**config.mk**
```make
export PLATFORM = sky130hd
export DESIGN_NAME = pmc_power_mode_controller
export DESIGN_NICKNAME = d
export VERILOG_FILES = /design/src/common/pmc_pkg.sv /design/src/hdl/pmc_power_mode_controller.sv /design/src/hdl/pmc_wake_timer.sv /design/src/hdl/pmc_subsys_gate.sv
export SDC_FILE = /design/constraint.sdc
export NUM_CORES = 1
export LEC_CHECK = 0
export BUFFER_PORTS_ARGS = -buffer_cell sky130_fd_sc_hd__buf_2
export CAP_MARGIN = 20
export CORE_MARGIN = 8
export CORE_UTILIZATION = 44
export CTS_CLUSTER_SIZE = 25
export DETAILED_ROUTE_END_ITERATION = 10
export PLACE_DENSITY = 0.69
export SLEW_MARGIN = 30
export SYNTH_ARGS = -nofsm -noshare
export SYNTH_HDL_FRONTEND = slang
export SYNTH_HIERARCHICAL = 1
export SYNTH_SLANG_ARGS = --single-unit
```
**constraint.sdc**
```tcl
create_clock -name clk -period 3.1 [get_ports clk]
set_input_delay 0.155 -clock clk [delete_from_list [all_inputs] [get_ports clk]]
set_output_delay 0.155 -clock clk [all_outputs]
set_load 0.01 [all_outputs]
```
**src/common/pmc_pkg.sv**
```systemverilog
// Constants, types and timing for the power mode controller
// Function
// - Exactly four global modes: active, alternate active, sleep, hibernate.
// - Active mode enables each subsystem from its active template bit.
// - Disabled subsystem gets digital clocks gated and analog bias disabled.
// - Template changes apply to subsystem power at once, no mode change.
// - Alternate active mode uses its own template, e.g. CPU and flash off.
// - Sleep entry disables most resources regardless of template bits.
// - Sleep keeps low-speed timing sources running for timed and RTC wakeups.
// - Hibernate stops all clocks, retains state, wakes only on pin interrupt or reset sources.
// - CPU may disable itself; it is re-enabled at the next wakeup.
// - Any wakeup sets mode active and enables CPU despite its template bit.
// - After boot the controller starts in active mode.
// - Active entered on wakeup, reset or firmware request.
// - Sleep and hibernate entered only by firmware; all subsystems off.
// - Sleep runs digital and analog core regulators duty-cycled.
// - Hibernate disables every regulator except the hibernate regulator.
// - Core regulators on after power-up; firmware may disable them.
// - Sleep to active return takes about fifteen microseconds.
// - Hibernate to active return completes within one hundred microseconds.
// - Pin, watchdog and supply resets also act as wakeup to active.
package pmc_pkg;

   localparam int SUBSYS_N = 8;
   localparam int CPU_BIT = 0;
   localparam int FLASH_BIT = 1;

   localparam int CLK_MHZ = 100;
   localparam int SLEEP_WAKE_US = 15;
   localparam int HIB_WAKE_US = 100;
   // Longest times round down to whole cycles
   localparam int SLEEP_WAKE_CYC = SLEEP_WAKE_US * CLK_MHZ;
   localparam int HIB_WAKE_CYC = HIB_WAKE_US * CLK_MHZ;
   localparam int TMR_W = 14;

   localparam logic [SUBSYS_N-1:0] CLK_EN_RST = 8'h00;
   localparam logic [SUBSYS_N-1:0] BIAS_DIS_RST = 8'hFF;
   localparam logic [TMR_W-1:0] TMR_RST = 14'h0000;

   typedef enum logic [1:0] {
      MODE_ACTIVE,
      MODE_ALT_ACTIVE,
      MODE_SLEEP,
      MODE_HIBERNATE
   } pmc_mode_t;

   typedef enum logic [2:0] {
      ST_ACTIVE,
      ST_ALT_ACTIVE,
      ST_SLEEP,
      ST_HIBERNATE,
      ST_WAKE_SLEEP,
      ST_WAKE_HIB
   } pmc_state_t;

endpackage : pmc_pkg

```
**src/hdl/pmc_power_mode_controller.sv**
```systemverilog
// Global power mode sequencer: modes, wakeups, regulators and clocks
`timescale 1ns/1ps
module pmc_power_mode_controller
#(
   parameter int HIB_WAKE_CYC = pmc_pkg::HIB_WAKE_CYC
)
(
   input wire logic clk,
   input wire logic rst,
   // Firmware mode request
   input wire pmc_pkg::pmc_mode_t mode_req,
   input wire logic mode_req_valid,
   // Firmware templates and regulator control
   input wire logic [pmc_pkg::SUBSYS_N-1:0] tmpl_active,
   input wire logic [pmc_pkg::SUBSYS_N-1:0] tmpl_alt,
   input wire logic core_reg_off,
   // Wakeup sources
   input wire logic irq_wake,
   input wire logic pin_wake,
   input wire logic external_reset_pin,
   input wire logic watchdog_reset_source,
   input wire logic precision_supply_reset,
   // Status and power controls
   output pmc_pkg::pmc_mode_t mode,
   output logic wake_busy,
   output logic cpu_force,
   output logic [pmc_pkg::SUBSYS_N-1:0] subsys_clk_en,
   output logic [pmc_pkg::SUBSYS_N-1:0] subsys_bias_dis,
   output logic sys_clk_en,
   output logic lowspeed_osc_en,
   output logic dig_reg_en,
   output logic ana_reg_en,
   output logic reg_buzz,
   output logic hib_reg_en,
   output logic state_retain
);

   typedef struct packed {
      pmc_pkg::pmc_state_t st;
      pmc_pkg::pmc_mode_t mode;
      logic cpu_force;
      logic sys_clk_en;
      logic lowspeed_osc_en;
      logic dig_reg_en;
      logic ana_reg_en;
      logic reg_buzz;
      logic hib_reg_en;
      logic state_retain;
   } pmc_ctl_t;

   pmc_ctl_t r;
   pmc_ctl_t next_r;

   logic reset_evt;
   logic wake_any;
   logic wake_hib;
   logic tmr_start;
   logic [pmc_pkg::TMR_W-1:0] tmr_load;
   logic tmr_busy;
   logic tmr_expire;
   logic run_mode;
   logic [pmc_pkg::SUBSYS_N-1:0] tmpl_sel;

   localparam logic [pmc_pkg::TMR_W-1:0] SLEEP_LOAD =
      pmc_pkg::TMR_W'(pmc_pkg::SLEEP_WAKE_CYC);
   localparam logic [pmc_pkg::TMR_W-1:0] HIB_LOAD =
      pmc_pkg::TMR_W'(HIB_WAKE_CYC);

   // True for the two modes in which code runs
   function automatic logic is_run(input pmc_pkg::pmc_state_t s);
      case (s)
         pmc_pkg::ST_ACTIVE,
         pmc_pkg::ST_ALT_ACTIVE:
         begin
            is_run = 1'b1;
         end
         default:
         begin
            is_run = 1'b0;
         end
      endcase
   endfunction : is_run

   // Visible mode for each internal state
   function automatic pmc_pkg::pmc_mode_t mode_of(
      input pmc_pkg::pmc_state_t s);
      case (s)
         pmc_pkg::ST_ACTIVE:
         begin
            mode_of = pmc_pkg::MODE_ACTIVE;
         end
         pmc_pkg::ST_ALT_ACTIVE:
         begin
            mode_of = pmc_pkg::MODE_ALT_ACTIVE;
         end
         pmc_pkg::ST_SLEEP:
         begin
            mode_of = pmc_pkg::MODE_SLEEP;
         end
         pmc_pkg::ST_WAKE_SLEEP:
         begin
            mode_of = pmc_pkg::MODE_SLEEP;
         end
         pmc_pkg::ST_HIBERNATE:
         begin
            mode_of = pmc_pkg::MODE_HIBERNATE;
         end
         pmc_pkg::ST_WAKE_HIB:
         begin
            mode_of = pmc_pkg::MODE_HIBERNATE;
         end
         default:
         begin
            mode_of = pmc_pkg::MODE_ACTIVE;
         end
      endcase
   endfunction : mode_of

   // Any wakeup lands in active mode with the CPU forced on
   function automatic pmc_ctl_t woken(input pmc_ctl_t c);
      woken = c;
      woken.st = pmc_pkg::ST_ACTIVE;
      woken.cpu_force = 1'b1;
   endfunction : woken

   // Settle count for the wake state being entered
   function automatic logic [pmc_pkg::TMR_W-1:0] settle_load(
      input pmc_pkg::pmc_state_t s);
      case (s)
         pmc_pkg::ST_WAKE_HIB:
         begin
            settle_load = HIB_LOAD;
         end
         default:
         begin
            settle_load = SLEEP_LOAD;
         end
      endcase
   endfunction : settle_load

   // State asked for by a firmware mode write
   function automatic pmc_pkg::pmc_state_t req_state(
      input pmc_pkg::pmc_mode_t m,
      input pmc_pkg::pmc_state_t s);
      case (m)
         pmc_pkg::MODE_ACTIVE:
         begin
            req_state = pmc_pkg::ST_ACTIVE;
         end
         pmc_pkg::MODE_ALT_ACTIVE:
         begin
            req_state = pmc_pkg::ST_ALT_ACTIVE;
         end
         pmc_pkg::MODE_SLEEP:
         begin
            req_state = pmc_pkg::ST_SLEEP;
         end
         pmc_pkg::MODE_HIBERNATE:
         begin
            req_state = pmc_pkg::ST_HIBERNATE;
         end
         default:
         begin
            req_state = s;
         end
      endcase
   endfunction : req_state

   // Reset sources count as wakeups
   assign reset_evt = external_reset_pin | watchdog_reset_source |
                      precision_supply_reset;
   assign wake_any = irq_wake | pin_wake | reset_evt;
   // Hibernate listens to the pin interrupt and the reset sources only
   assign wake_hib = pin_wake | reset_evt;

   always_comb
   begin
      next_r = r;
      tmr_start = 1'b0;

      // Force drops once firmware sets the CPU template bit again
      if (tmpl_active[pmc_pkg::CPU_BIT])
      begin
         next_r.cpu_force = 1'b0;
      end

      case (r.st)
         pmc_pkg::ST_ACTIVE,
         pmc_pkg::ST_ALT_ACTIVE:
         begin
            if (wake_any)
            begin
               next_r = woken(next_r);
            end
            else if (mode_req_valid)
            begin
               next_r.st = req_state(mode_req, r.st);
            end
         end
         pmc_pkg::ST_SLEEP:
         begin
            if (wake_any)
            begin
               next_r.st = pmc_pkg::ST_WAKE_SLEEP;
               tmr_start = 1'b1;
            end
         end
         pmc_pkg::ST_HIBERNATE:
         begin
            if (wake_hib)
            begin
               next_r.st = pmc_pkg::ST_WAKE_HIB;
               tmr_start = 1'b1;
            end
         end
         pmc_pkg::ST_WAKE_SLEEP,
         pmc_pkg::ST_WAKE_HIB:
         begin
            // Regulators settle before code runs again
            if (tmr_expire)
            begin
               next_r = woken(next_r);
            end
         end
         default:
         begin
            next_r.st = pmc_pkg::ST_ACTIVE;
         end
      endcase

      tmr_load = settle_load(next_r.st);
      next_r.mode = mode_of(next_r.st);

      // Clock and regulator controls follow the next state
      case (next_r.st)
         pmc_pkg::ST_ACTIVE,
         pmc_pkg::ST_ALT_ACTIVE:
         begin
            next_r.sys_clk_en = 1'b1;
            next_r.lowspeed_osc_en = 1'b1;
            next_r.dig_reg_en = ~core_reg_off;
            next_r.ana_reg_en = ~core_reg_off;
            next_r.reg_buzz = 1'b0;
            next_r.hib_reg_en = 1'b1;
            next_r.state_retain = 1'b0;
         end
         pmc_pkg::ST_SLEEP:
         begin
            next_r.sys_clk_en = 1'b0;
            next_r.lowspeed_osc_en = 1'b1;
            next_r.dig_reg_en = ~core_reg_off;
            next_r.ana_reg_en = ~core_reg_off;
            next_r.reg_buzz = ~core_reg_off;
            next_r.hib_reg_en = 1'b1;
            next_r.state_retain = 1'b1;
         end
         pmc_pkg::ST_HIBERNATE:
         begin
            next_r.sys_clk_en = 1'b0;
            next_r.lowspeed_osc_en = 1'b0;
            next_r.dig_reg_en = 1'b0;
            next_r.ana_reg_en = 1'b0;
            next_r.reg_buzz = 1'b0;
            next_r.hib_reg_en = 1'b1;
            next_r.state_retain = 1'b1;
         end
         pmc_pkg::ST_WAKE_SLEEP,
         pmc_pkg::ST_WAKE_HIB:
         begin
            // Full regulation restored, system clock held until settled
            next_r.sys_clk_en = 1'b0;
            next_r.lowspeed_osc_en = 1'b1;
            next_r.dig_reg_en = ~core_reg_off;
            next_r.ana_reg_en = ~core_reg_off;
            next_r.reg_buzz = 1'b0;
            next_r.hib_reg_en = 1'b1;
            next_r.state_retain = 1'b1;
         end
         default:
         begin
            next_r.sys_clk_en = 1'b1;
            next_r.lowspeed_osc_en = 1'b1;
            next_r.dig_reg_en = 1'b1;
            next_r.ana_reg_en = 1'b1;
            next_r.reg_buzz = 1'b0;
            next_r.hib_reg_en = 1'b1;
            next_r.state_retain = 1'b0;
         end
      endcase
   end

   always_ff @(posedge clk)
   begin
      if (rst)
      begin
         r <= '{st: pmc_pkg::ST_ACTIVE,
                mode: pmc_pkg::MODE_ACTIVE,
                cpu_force: 1'b1,
                sys_clk_en: 1'b1,
                lowspeed_osc_en: 1'b1,
                dig_reg_en: 1'b1,
                ana_reg_en: 1'b1,
                reg_buzz: 1'b0,
                hib_reg_en: 1'b1,
                state_retain: 1'b0};
      end
      else
      begin
         r <= next_r;
      end
   end

   // Template picked by the registered mode; gate applies it every cycle
   assign run_mode = is_run(r.st);
   assign tmpl_sel = (r.st == pmc_pkg::ST_ALT_ACTIVE) ? tmpl_alt :
                     tmpl_active;

   pmc_wake_timer u_timer
   (
      .clk(clk),
      .rst(rst),
      .start(tmr_start),
      .load(tmr_load),
      .busy(tmr_busy),
      .expire(tmr_expire)
   );

   pmc_subsys_gate u_gate
   (
      .clk(clk),
      .rst(rst),
      .tmpl(tmpl_sel),
      .all_off(~run_mode),
      .cpu_force(r.cpu_force),
      .clk_en(subsys_clk_en),
      .bias_dis(subsys_bias_dis)
   );

   assign mode = r.mode;
   assign wake_busy = tmr_busy;
   assign cpu_force = r.cpu_force;
   assign sys_clk_en = r.sys_clk_en;
   assign lowspeed_osc_en = r.lowspeed_osc_en;
   assign dig_reg_en = r.dig_reg_en;
   assign ana_reg_en = r.ana_reg_en;
   assign reg_buzz = r.reg_buzz;
   assign hib_reg_en = r.hib_reg_en;
   assign state_retain = r.state_retain;

endmodule : pmc_power_mode_controller

```
**src/hdl/pmc_wake_timer.sv**
```systemverilog
// Settle timer that holds off the return to active mode
`timescale 1ns/1ps
module pmc_wake_timer
(
   input wire logic clk,
   input wire logic rst,
   input wire logic start,
   input wire logic [pmc_pkg::TMR_W-1:0] load,
   output logic busy,
   output logic expire
);

   typedef struct packed {
      logic [pmc_pkg::TMR_W-1:0] cnt;
      logic run;
      logic expire;
   } pmc_tmr_t;

   pmc_tmr_t r;
   pmc_tmr_t next_r;

   always_comb
   begin
      next_r = r;
      next_r.expire = 1'b0;
      if (start)
      begin
         next_r.cnt = load;
         next_r.run = 1'b1;
      end
      else if (r.run)
      begin
         if (r.cnt <= 14'h0001)
         begin
            next_r.run = 1'b0;
            next_r.expire = 1'b1;
         end
         else
         begin
            next_r.cnt = r.cnt - 14'h0001;
         end
      end
   end

   always_ff @(posedge clk)
   begin
      if (rst)
      begin
         r <= '{cnt: pmc_pkg::TMR_RST, run: 1'b0, expire: 1'b0};
      end
      else
      begin
         r <= next_r;
      end
   end

   assign busy = r.run;
   assign expire = r.expire;

endmodule : pmc_wake_timer

```
**src/hdl/pmc_subsys_gate.sv**
```systemverilog
// Per-subsystem clock gate and analog bias disable from a template
`timescale 1ns/1ps
module pmc_subsys_gate
(
   input wire logic clk,
   input wire logic rst,
   input wire logic [pmc_pkg::SUBSYS_N-1:0] tmpl,
   input wire logic all_off,
   input wire logic cpu_force,
   output logic [pmc_pkg::SUBSYS_N-1:0] clk_en,
   output logic [pmc_pkg::SUBSYS_N-1:0] bias_dis
);

   typedef struct packed {
      logic [pmc_pkg::SUBSYS_N-1:0] clk_en;
      logic [pmc_pkg::SUBSYS_N-1:0] bias_dis;
   } pmc_gate_t;

   pmc_gate_t r;
   pmc_gate_t next_r;
   logic [pmc_pkg::SUBSYS_N-1:0] en;

   always_comb
   begin
      en = tmpl;
      en[pmc_pkg::CPU_BIT] = tmpl[pmc_pkg::CPU_BIT] | cpu_force;
      if (all_off)
      begin
         en = '0;
      end
      next_r.clk_en = en;
      next_r.bias_dis = ~en;
   end

   always_ff @(posedge clk)
   begin
      if (rst)
      begin
         r <= '{clk_en: pmc_pkg::CLK_EN_RST,
                bias_dis: pmc_pkg::BIAS_DIS_RST};
      end
      else
      begin
         r <= next_r;
      end
   end

   assign clk_en = r.clk_en;
   assign bias_dis = r.bias_dis;

endmodule : pmc_subsys_gate

```
Word level (Yosys, flattened, before mapping) --
Index checks and enable logic that the tools add are counted.
Word-level totals: input bits 27, logic and storage cells 75, flip-flop bits (word level) 45
Operators by class: $lt $le $gt $ge 1, mux-type cells 23, reduce and logical (&&, ||, !) cells 12, eq/ne operators 14, bitwise gates (word level) 9, $add $sub $neg 1
Operator list (number):
- 2-to-1 mux 14 bit | 2
- case mux 7 bit (4 select lines) | 1
- 2-to-1 mux 8 bit | 3
- case mux 3 bit (4 select lines) | 2
- 2-to-1 mux 16 bit | 1
- case mux 8 bit (2 select lines) | 1
- 2-to-1 mux 15 bit | 1
- less-or-equal comparator 14 x 1 -> 1 bit, second input constant | 1
- subtractor 14 x 1 -> 14 bit, second input constant | 1
- 2-to-1 mux 13 bit | 1
- == test 3 x 2 -> 1 bit, second input constant | 4
- == test 3 bit, second input constant | 4
- 2-to-1 mux 3 bit | 4
- OR reduction 2 bit | 6
- inverter 8 bit | 1
- == test 3 x 1 -> 1 bit, second input constant | 2
- logical NOT 3 bit | 2
- OR 1 bit | 6
- case mux 2 bit (3 select lines) | 1
- == test 2 bit, second input constant | 2
- 2-to-1 mux 1 bit | 4
- OR reduction 3 bit | 1
- == test 2 x 1 -> 1 bit, second input constant | 1
- logical NOT 2 bit | 1
- 6 further kinds | 7

Depth between registers and ports, before layout --
Gate-level depths: netlist of the first run.
depth in word-level cells 8, depth in mapped cells 8, gate-level depth less buffers 6

Cells and area by module --
Netlist of the first run, hierarchy kept.
Modules (own cells, without submodules):
- pmc_wake_timer | area each 988.4 um^2, instances 1, cells each 118, sequential area each 320.3 um^2
- pmc_power_mode_controller | area each 636.9 um^2, instances 1, cells each 64, sequential area each 220.2 um^2
- pmc_subsys_gate | area each 420.4 um^2, instances 1, cells each 34, sequential area each 320.3 um^2

Least setup slack after synthesis of the first run --
OpenSTA, ideal clock, no wires.
path type flip-flop to flip-flop, start register, netlist name r[11], end register u_timer/r[10] (netlist bit), library setup time 95 ps, arrival time 2066 ps, data required time 3005 ps, cell stages (with the launch flop) 7, clock period less this slack 2161 ps, buffers on the path 2, setup slack 939 ps, cells stage by stage dfxtp_1 > nor2b_1 > a21boi_0 > clkbuf_1 > clkbuf_1 > a21oi_1 > a221oi_1
RTL lines:
- to (signal assigned) | RTL line pmc_wake_timer.sv:49 | r <= '{cnt: pmc_pkg::TMR_RST, run: 1'b0, expire: 1'b0};
- to (signal assigned) | RTL line pmc_wake_timer.sv:53 | r <= next_r;
- to (decl) | RTL line pmc_wake_timer.sv:19 | pmc_tmr_t r;

Worst setup path in the final report of the first run --
start register u_timer/r[9] (netlist bit), end register u_timer/r[14] (netlist bit)
On the way: cells in the longest elaborated chain, start to end 4
RTL lines:
- subtractor 14 x 1 -> 14 bit | RTL line pmc_wake_timer.sv:40 | next_r.cnt = r.cnt - 14'h0001;
- 2-to-1 mux 14 bit | RTL line pmc_wake_timer.sv:33 | if (r.cnt <= 14'h0001)
- 2-to-1 mux 16 bit | RTL line pmc_wake_timer.sv:31 | else if (r.run)
- 2-to-1 mux 15 bit | RTL line pmc_wake_timer.sv:26 | if (start)
Parallel ways exist; a longest one is shown, timed or not. The select of a mux whose other input is x is not followed. A chain may end at the register's enable or synchronous reset.

==> results of run 1 <==
## cell families (layout without fill, tap and decap cells)
| logic type | count (synthesis) | count (layout) |
|---|---|---|
| buffers and inverters | 20 | 70 |
| adder cells (fa/ha/maj) | 2 | 2 |
| XOR/XNOR | 1 | 1 |
| AO/OA/AOI/OAI | 55 | 55 |
| flip-flops | 43 | 43 |
| multiplexers | 7 | 7 |
| AND/OR/NAND/NOR | 86 | 86 |
| other | 2 | 10 |
## area by class of cell
class,count,area [um2]
fill,443,2140
multi-input combinational,161,1110
sequential,43,861
timing repair buffer,54,275
clock buffer,5,68.8
tap,54,67.6
clock inverter,3,43.8
inverter,8,30.0
## cells in the final DEF (no fill, tap or decap), types with 3 or more instances in the layout
cell type,netlist,final
buf_2,0,52
dfxtp_1,43,43
nor2_1,12,12
nand2_1,11,11
conb_1,2,10
a21oi_1,9,9
nor2b_1,7,7
inv_1,7,7
nand3_1,7,7
o21a_1,7,7
mux2_2,7,7
and2_1,7,7
o21ai_0,6,6
clkbuf_8,0,5
nor3_1,5,5
o211ai_1,5,5
nor4_1,4,4
or4_1,4,4
nor3b_1,4,4
o221ai_1,3,3
or3_1,3,3
a311oi_1,3,3
nand2b_1,3,3
## worst max-delay path, delay by kind of cell (launching register included)
family	cells	cell delay, ps
AND/OR/NAND/NOR	3	1530
AO/OA/AOI/OAI	1	250
flip-flops	1	350
## per-layer routing
layer,GRT usage (%),part of all wire [%],vias to the layer above,wire length [um]
met4,4.71,1.2,0,52
met2,20.5,45,47,2020
li1,-,-,903,-
met5,0,0,-,0
met3,5.03,7.9,5,351
met1,14.8,46,806,2030
## path summary, 6_finish.rpt
check	from	end	slack, ps	depth (start not counted)
worst max-delay path	u_timer/r[9]	u_timer/r[14]	890	4
worst min-delay path	core_reg_off	reg_buzz	40	2
worst max register to register	u_timer/r[9]	u_timer/r[14]	890	4
worst min register to register	cpu_force	u_gate/bias_dis[0]	500	1
## metrics by stage
step	hold slack [ps]	instance area, um2
floorplan	225	2080
detailed placement	344	2340
global route	32.6	2460
global placement	345	2340
CTS	30.7	2460
finish	37.3	2460
## registers in the layout, summed over array words and instances, names as in the netlist
| register | count |
|---|---|
| u_gate/bias_dis | 8 |
| reg_buzz | 1 |
| sys_clk_en | 1 |
| mode | 2 |
| r | 3 |
| u_timer/busy | 1 |
| lowspeed_osc_en | 1 |
| cpu_force | 1 |
| dig_reg_en | 1 |
| state_retain | 1 |
| u_timer/r | 14 |
| u_gate/clk_en | 8 |
| u_timer/expire | 1 |
## where the power goes
| group | switching (W) | internal (W) |
|---|---|---|
| clock | 0.000191 | 0.000240 |
| combinational | 0.0000557 | 0.0000418 |
| sequential | 0.00000489 | 0.000567 |
| total | 0.000252 | 0.000848 |
==> flow_summary.ini, run 1 <==
[global_routing]
grt_overflow = 0
grt.total_usage_pct = 12.7
grt_pass1_wl_um = 7650
grt_max_degree = 25
antenna_found_initial = 0
grt_pass1_vias = 1665

[synthesis]
synth-seq-cells = 43
synth_edf_count = 0
synth_most_common_cell = dfxtp_1
synthArstFlopShare_pct = 0
synth-xor-area-share_pct = 0.428
synth_top_area_share_pct = 42.1
synth_common_cells = dfxtp_1, nor2_1, nand2_1
synth_top_family_by_area = simple AND/OR/NAND/NOR gates
yosys-top-cells-area = dfxtp_1, mux2_2, o21a_1
synth_cell_type_count = 59
yosys_warnings = 6
synthFlopType = dfxtp_1
synth_area_leader_cell = dfxtp_1
synthCells = 216
synth-simple-area-share_pct = 27.1
muxShareOfSynthArea_pct = 3.85
synthAdderAreaFrac_pct = 1.22
avgSynthCellArea_um2 = 9.47
syn-cell-area_mm2 = 0.00205
synth_compound_area_share_pct = 19.8
seq_area_frac_synth_pct = 42.1

[worst_setup_path]
worst_path_max_delay_cell = or4_4
path_cells = or4_4 -> or3b_4 -> or4_1 -> a311oi_1
cp_max_fo = 13
cp.arrival_ps = 2420
crit_required_ps = 3310
end_kind = register
path_class = reg2reg
start_kind = register
max_stage_delay_ps = 570

[clock_tree]
clock_path_buffers = 2
cts-root-buf = clkbuf_8
cts_tree = yes
cts_resized = 0
clkSinkCount = 43
cts_made_buffers = 5
clk_pin_slew_ps = 80
h-tree-depth = 2
postCtsSetupBuffers = 0
clkLatencyLatePin_ps = 290
hold_buffers = 0

[run_status]
status = finished clean

[place]
place_inst = 320
port_buffers = 52
dpl.hpwl_um = 3310
place_ws_ps = 886
gp_congestion = 0.827

[sta]
hold_viol_final = 0
setup_ws_ps = 887
grt_setup_unrepaired = no
relSlewSlack_pct = 51.1
fin_crit_sh_pct = 71.4
final.min_clock_period_ps = 2210
drv_slew = 0
finClkSkew_ps = 6.13
setup_viol = 0
finalSetupTns_ps = 0
timing.fmax_mhz = 452
tightestPinTransition_ps = 732

[cells_and_area]
drive_above_1_share_pct = 30.7
area_growth_syn_to_layout_pct = 20.1
fin_util_pct = 53.4
fin_cells = 328
n_antenna_cell = 0
layout.nets = 302

[power]
power_density_mw_per_mm2 = 448
p_leak_nw = 1.00
peakVddDrop_v = 0.000187
p_total_w = 0.00110

[detailed_routing]
drtPass1Iterations = 4
drcViolationCount = 0
ant_nets = 0
avgViaCountPerCell = 5.37
vias = 1761
drt-total-wl_um = 4450
drt_iter0_drc = 63
wire_per_inst_um = 13.6

[floorplan]
fp.dieW_um = 84.2
rows = 25
die-area_mm2 = 0.00709
die_y_um = 84.2
start_util_pct = 44.5
io_pins = 54
coreArea_mm2 = 0.00460

[job]
max_cap_viol_count = 0

[hold_path]
hold_class = in2reg
Note: power is estimated with default switching activity, not from simulation.
==> run 2, diff against run 1 <==
ABC_AREA = 1   (was not set)
PLACE_DENSITY = 0.68   (was 0.69)
clock period = 2.1 ns   (was 3.1 ns; I/O delays follow)
==> run 2 against run 1 <==
  * Non-clock buffer count is the same
  * Synthesized cell count grew 52%
  * Fmax grew 25%
  * First-iteration DRC count grew 43%
  * Hold slack gained 40 ps
  * Register-to-register slack lost 550 ps
  * Sequential share of layout area shrank 1.9 points
  * Critical path depth grew 8
  * Critical path type unchanged
  * Largest power group unchanged
==> flow_summary.ini, run 2 <==
[run_status]
status = finished clean

[worst_setup_path]
worst_path_max_delay_cell = dfxtp_1
crit_end = u_timer/r[4]
reg2reg_from = r[10]
cp.arrival_ps = 2000
cp_max_fo = 11
start_kind = register
reg2reg_slack_ps = 330
crit_top_cell = nand2_1
setup.worst_path.start = r[10]
max_stage_delay_ps = 400
path_class = reg2reg
timing.critical_path.buf_inv = 4
worstReg2RegEnd = u_timer/r[4]
crit_required_ps = 2330
end_kind = register
reg2reg_depth = 12
path_cells = inv_1 -> nand2_1 -> nand3_2 -> nand2_1 -> inv_1 -> inv_2 -> nand2_1 -> inv_1 -> o21ai_0 -> o21ai_0 -> nand2_1 -> a21oi_1
crit_cells = 12
critPathTopFamily = buffers and inverters

[cells_and_area]
largest_reg_flops = 14
drive_above_1_share_pct = 23.0
fin_area_mm2 = 0.00260
fin_cells = 454
layout.nets = 415
area_growth_syn_to_layout_pct = 18.8
layout_commonest_cell = nand2_1
mostFrequentLayoutCells = nand2_1, buf_2, dfxtp_1, nor2_1, inv_1
n_antenna_cell = 0
fin_util_pct = 54.6
top_register = u_timer/r

[floorplan]
die_y_um = 86.5
fp.dieW_um = 86.5
io_pins = 54
coreArea_mm2 = 0.00475
die-area_mm2 = 0.00748
start_util_pct = 46.0
rows = 25

[clock_tree]
h-tree-depth = 2
cts-root-buf = clkbuf_8
clkLatencyLatePin_ps = 300
cts_made_buffers = 5
hold_buffers = 0
clock_path_buffers = 2
postCtsSetupBuffers = 0
clkSinkCount = 43
cts_resized = 0
cts_tree = yes
clk_pin_slew_ps = 80

[synthesis]
synth_most_common_cell = nand2_1
synthFlopType = dfxtp_1
syn-cell-area_mm2 = 0.00219
synthCells = 328
synth_cell_type_count = 27
seq_area_frac_synth_pct = 39.4
yosys-top-cells-area = dfxtp_1, nand2_1, nor2_1
synth-seq-cells = 43
yosys_warnings = 6
synth_common_cells = nand2_1, dfxtp_1, nor2_1
synth_edf_count = 0
synthArstFlopShare_pct = 0
synth_area_leader_cell = dfxtp_1
avgSynthCellArea_um2 = 6.66
synth_top_area_share_pct = 39.4

[place]
port_buffers = 52
gp_congestion = 0.870
place_inst = 446
dpl.hpwl_um = 3830
place_area_mm2 = 0.00250

[global_routing]
grt_max_degree = 25
antenna_found_initial = 0
grt_overflow = 0
grt_pass1_wl_um = 8630
grt.total_usage_pct = 14.2
grt_pass1_vias = 1933

[power]
p_leak_nw = 1.40
power_density_mw_per_mm2 = 577
p_sw_share_pct = 25.1
p_total_w = 0.00150
clock_power_share_pct = 36.4
combinationalPowerShare_pct = 7.7
internal-power_w = 0.00112
p_sw_w = 0.000377
peakVddDrop_v = 0.000246
p_seq_share_pct = 56.0

[sta]
timing.fmax_mhz = 566
final.min_clock_period_ps = 1770
fin_crit_sh_pct = 84.2
drv_slew = 0
hold_viol_final = 0
relSlewSlack_pct = 63.9
finClkSkew_ps = 6.55
grt_setup_unrepaired = no
finalSetupTns_ps = 0
setup_viol = 0
tightestPinTransition_ps = 541

[detailed_routing]
vias = 2061
drcViolationCount = 0
drt-total-wl_um = 5060
ant_nets = 0
drtPass1Iterations = 4
avgViaCountPerCell = 4.54
wire_per_inst_um = 11.1
drt_iter0_drc = 90

[job]
max_cap_viol_count = 0

[hold_path]
hold_class = in2reg
## run 2: worst min-delay path by stage
stage	startpoint	endpoint	slack (ps)	cells past startpoint
after floorplan	rst	mode[0]	180	1
after global placement	core_reg_off	dig_reg_en	390	4
after detailed placement	core_reg_off	dig_reg_en	390	4
after CTS	core_reg_off	dig_reg_en	70	4
after global routing	tmpl_active[5]	u_gate/bias_dis[5]	110	3
final	core_reg_off	dig_reg_en	80	4
## run 2: final cells by class
cell class | instances | area, um2
repair buffers | 54 | 275
clock buffers | 5 | 68.8
inverters | 40 | 150
multi-input cells | 242 | 1130
flip-flops and latches | 43 | 861
fillers | 504 | 2160
well taps | 67 | 83.8
clock inverters | 3 | 23.8
## run 2: kinds of logic (layout without fill, tap and decap cells)
group                      after synthesis  count (layout)  share of synthesized area [%]
and+or+nand+nor                        200             200                           38.9
AOI/OAI and AO/OA                       22              22                           5.78
other                                    2               9                          0.344
DFF                                     43              43                           39.4
adders and majority gates                2               2                           1.14
xor gates and xnor gates                 1               1                          0.401
buffers and inverters                   50             102                           9.96
muxes                                    8               8                           4.12
## run 2: metrics by stage
step / hold slack (ps) / setup slack, ps
5_1_grt: 108 / 93.8
6_report: 77.2 / 332
3_5_place_dp: 395 / 358
2_1_floorplan: 177 / 580
3_3_place_gp: 395 / 342
4_1_cts: 69.7 / 312
## run 2: tightest hold or removal path: stages
cell,delay (ps)
buf_2,70
inv_1,40
nand2_1,60
nand3_1,50
## run 2: power groups by stage
stage	Sequential [W]	Clock, W	Combinational, W
after CTS	0.000839	0.000568	0.000117
final	0.000839	0.000545	0.000115
after detailed placement	0.000858	0	0.000116
after floorplan	0.000869	0	0.0000541
after global placement	0.000858	0	0.000115
after global routing	0.000842	0.000595	0.000130
## run 2: routing by layer
metal	vias to the layer above	track usage [%]	share of wire, %
li1	1113	-	-
met5	-	0	0
met3	6	4.35	8.1
met2	55	23.8	45
met4	0	5.16	1.2
met1	887	16.6	46
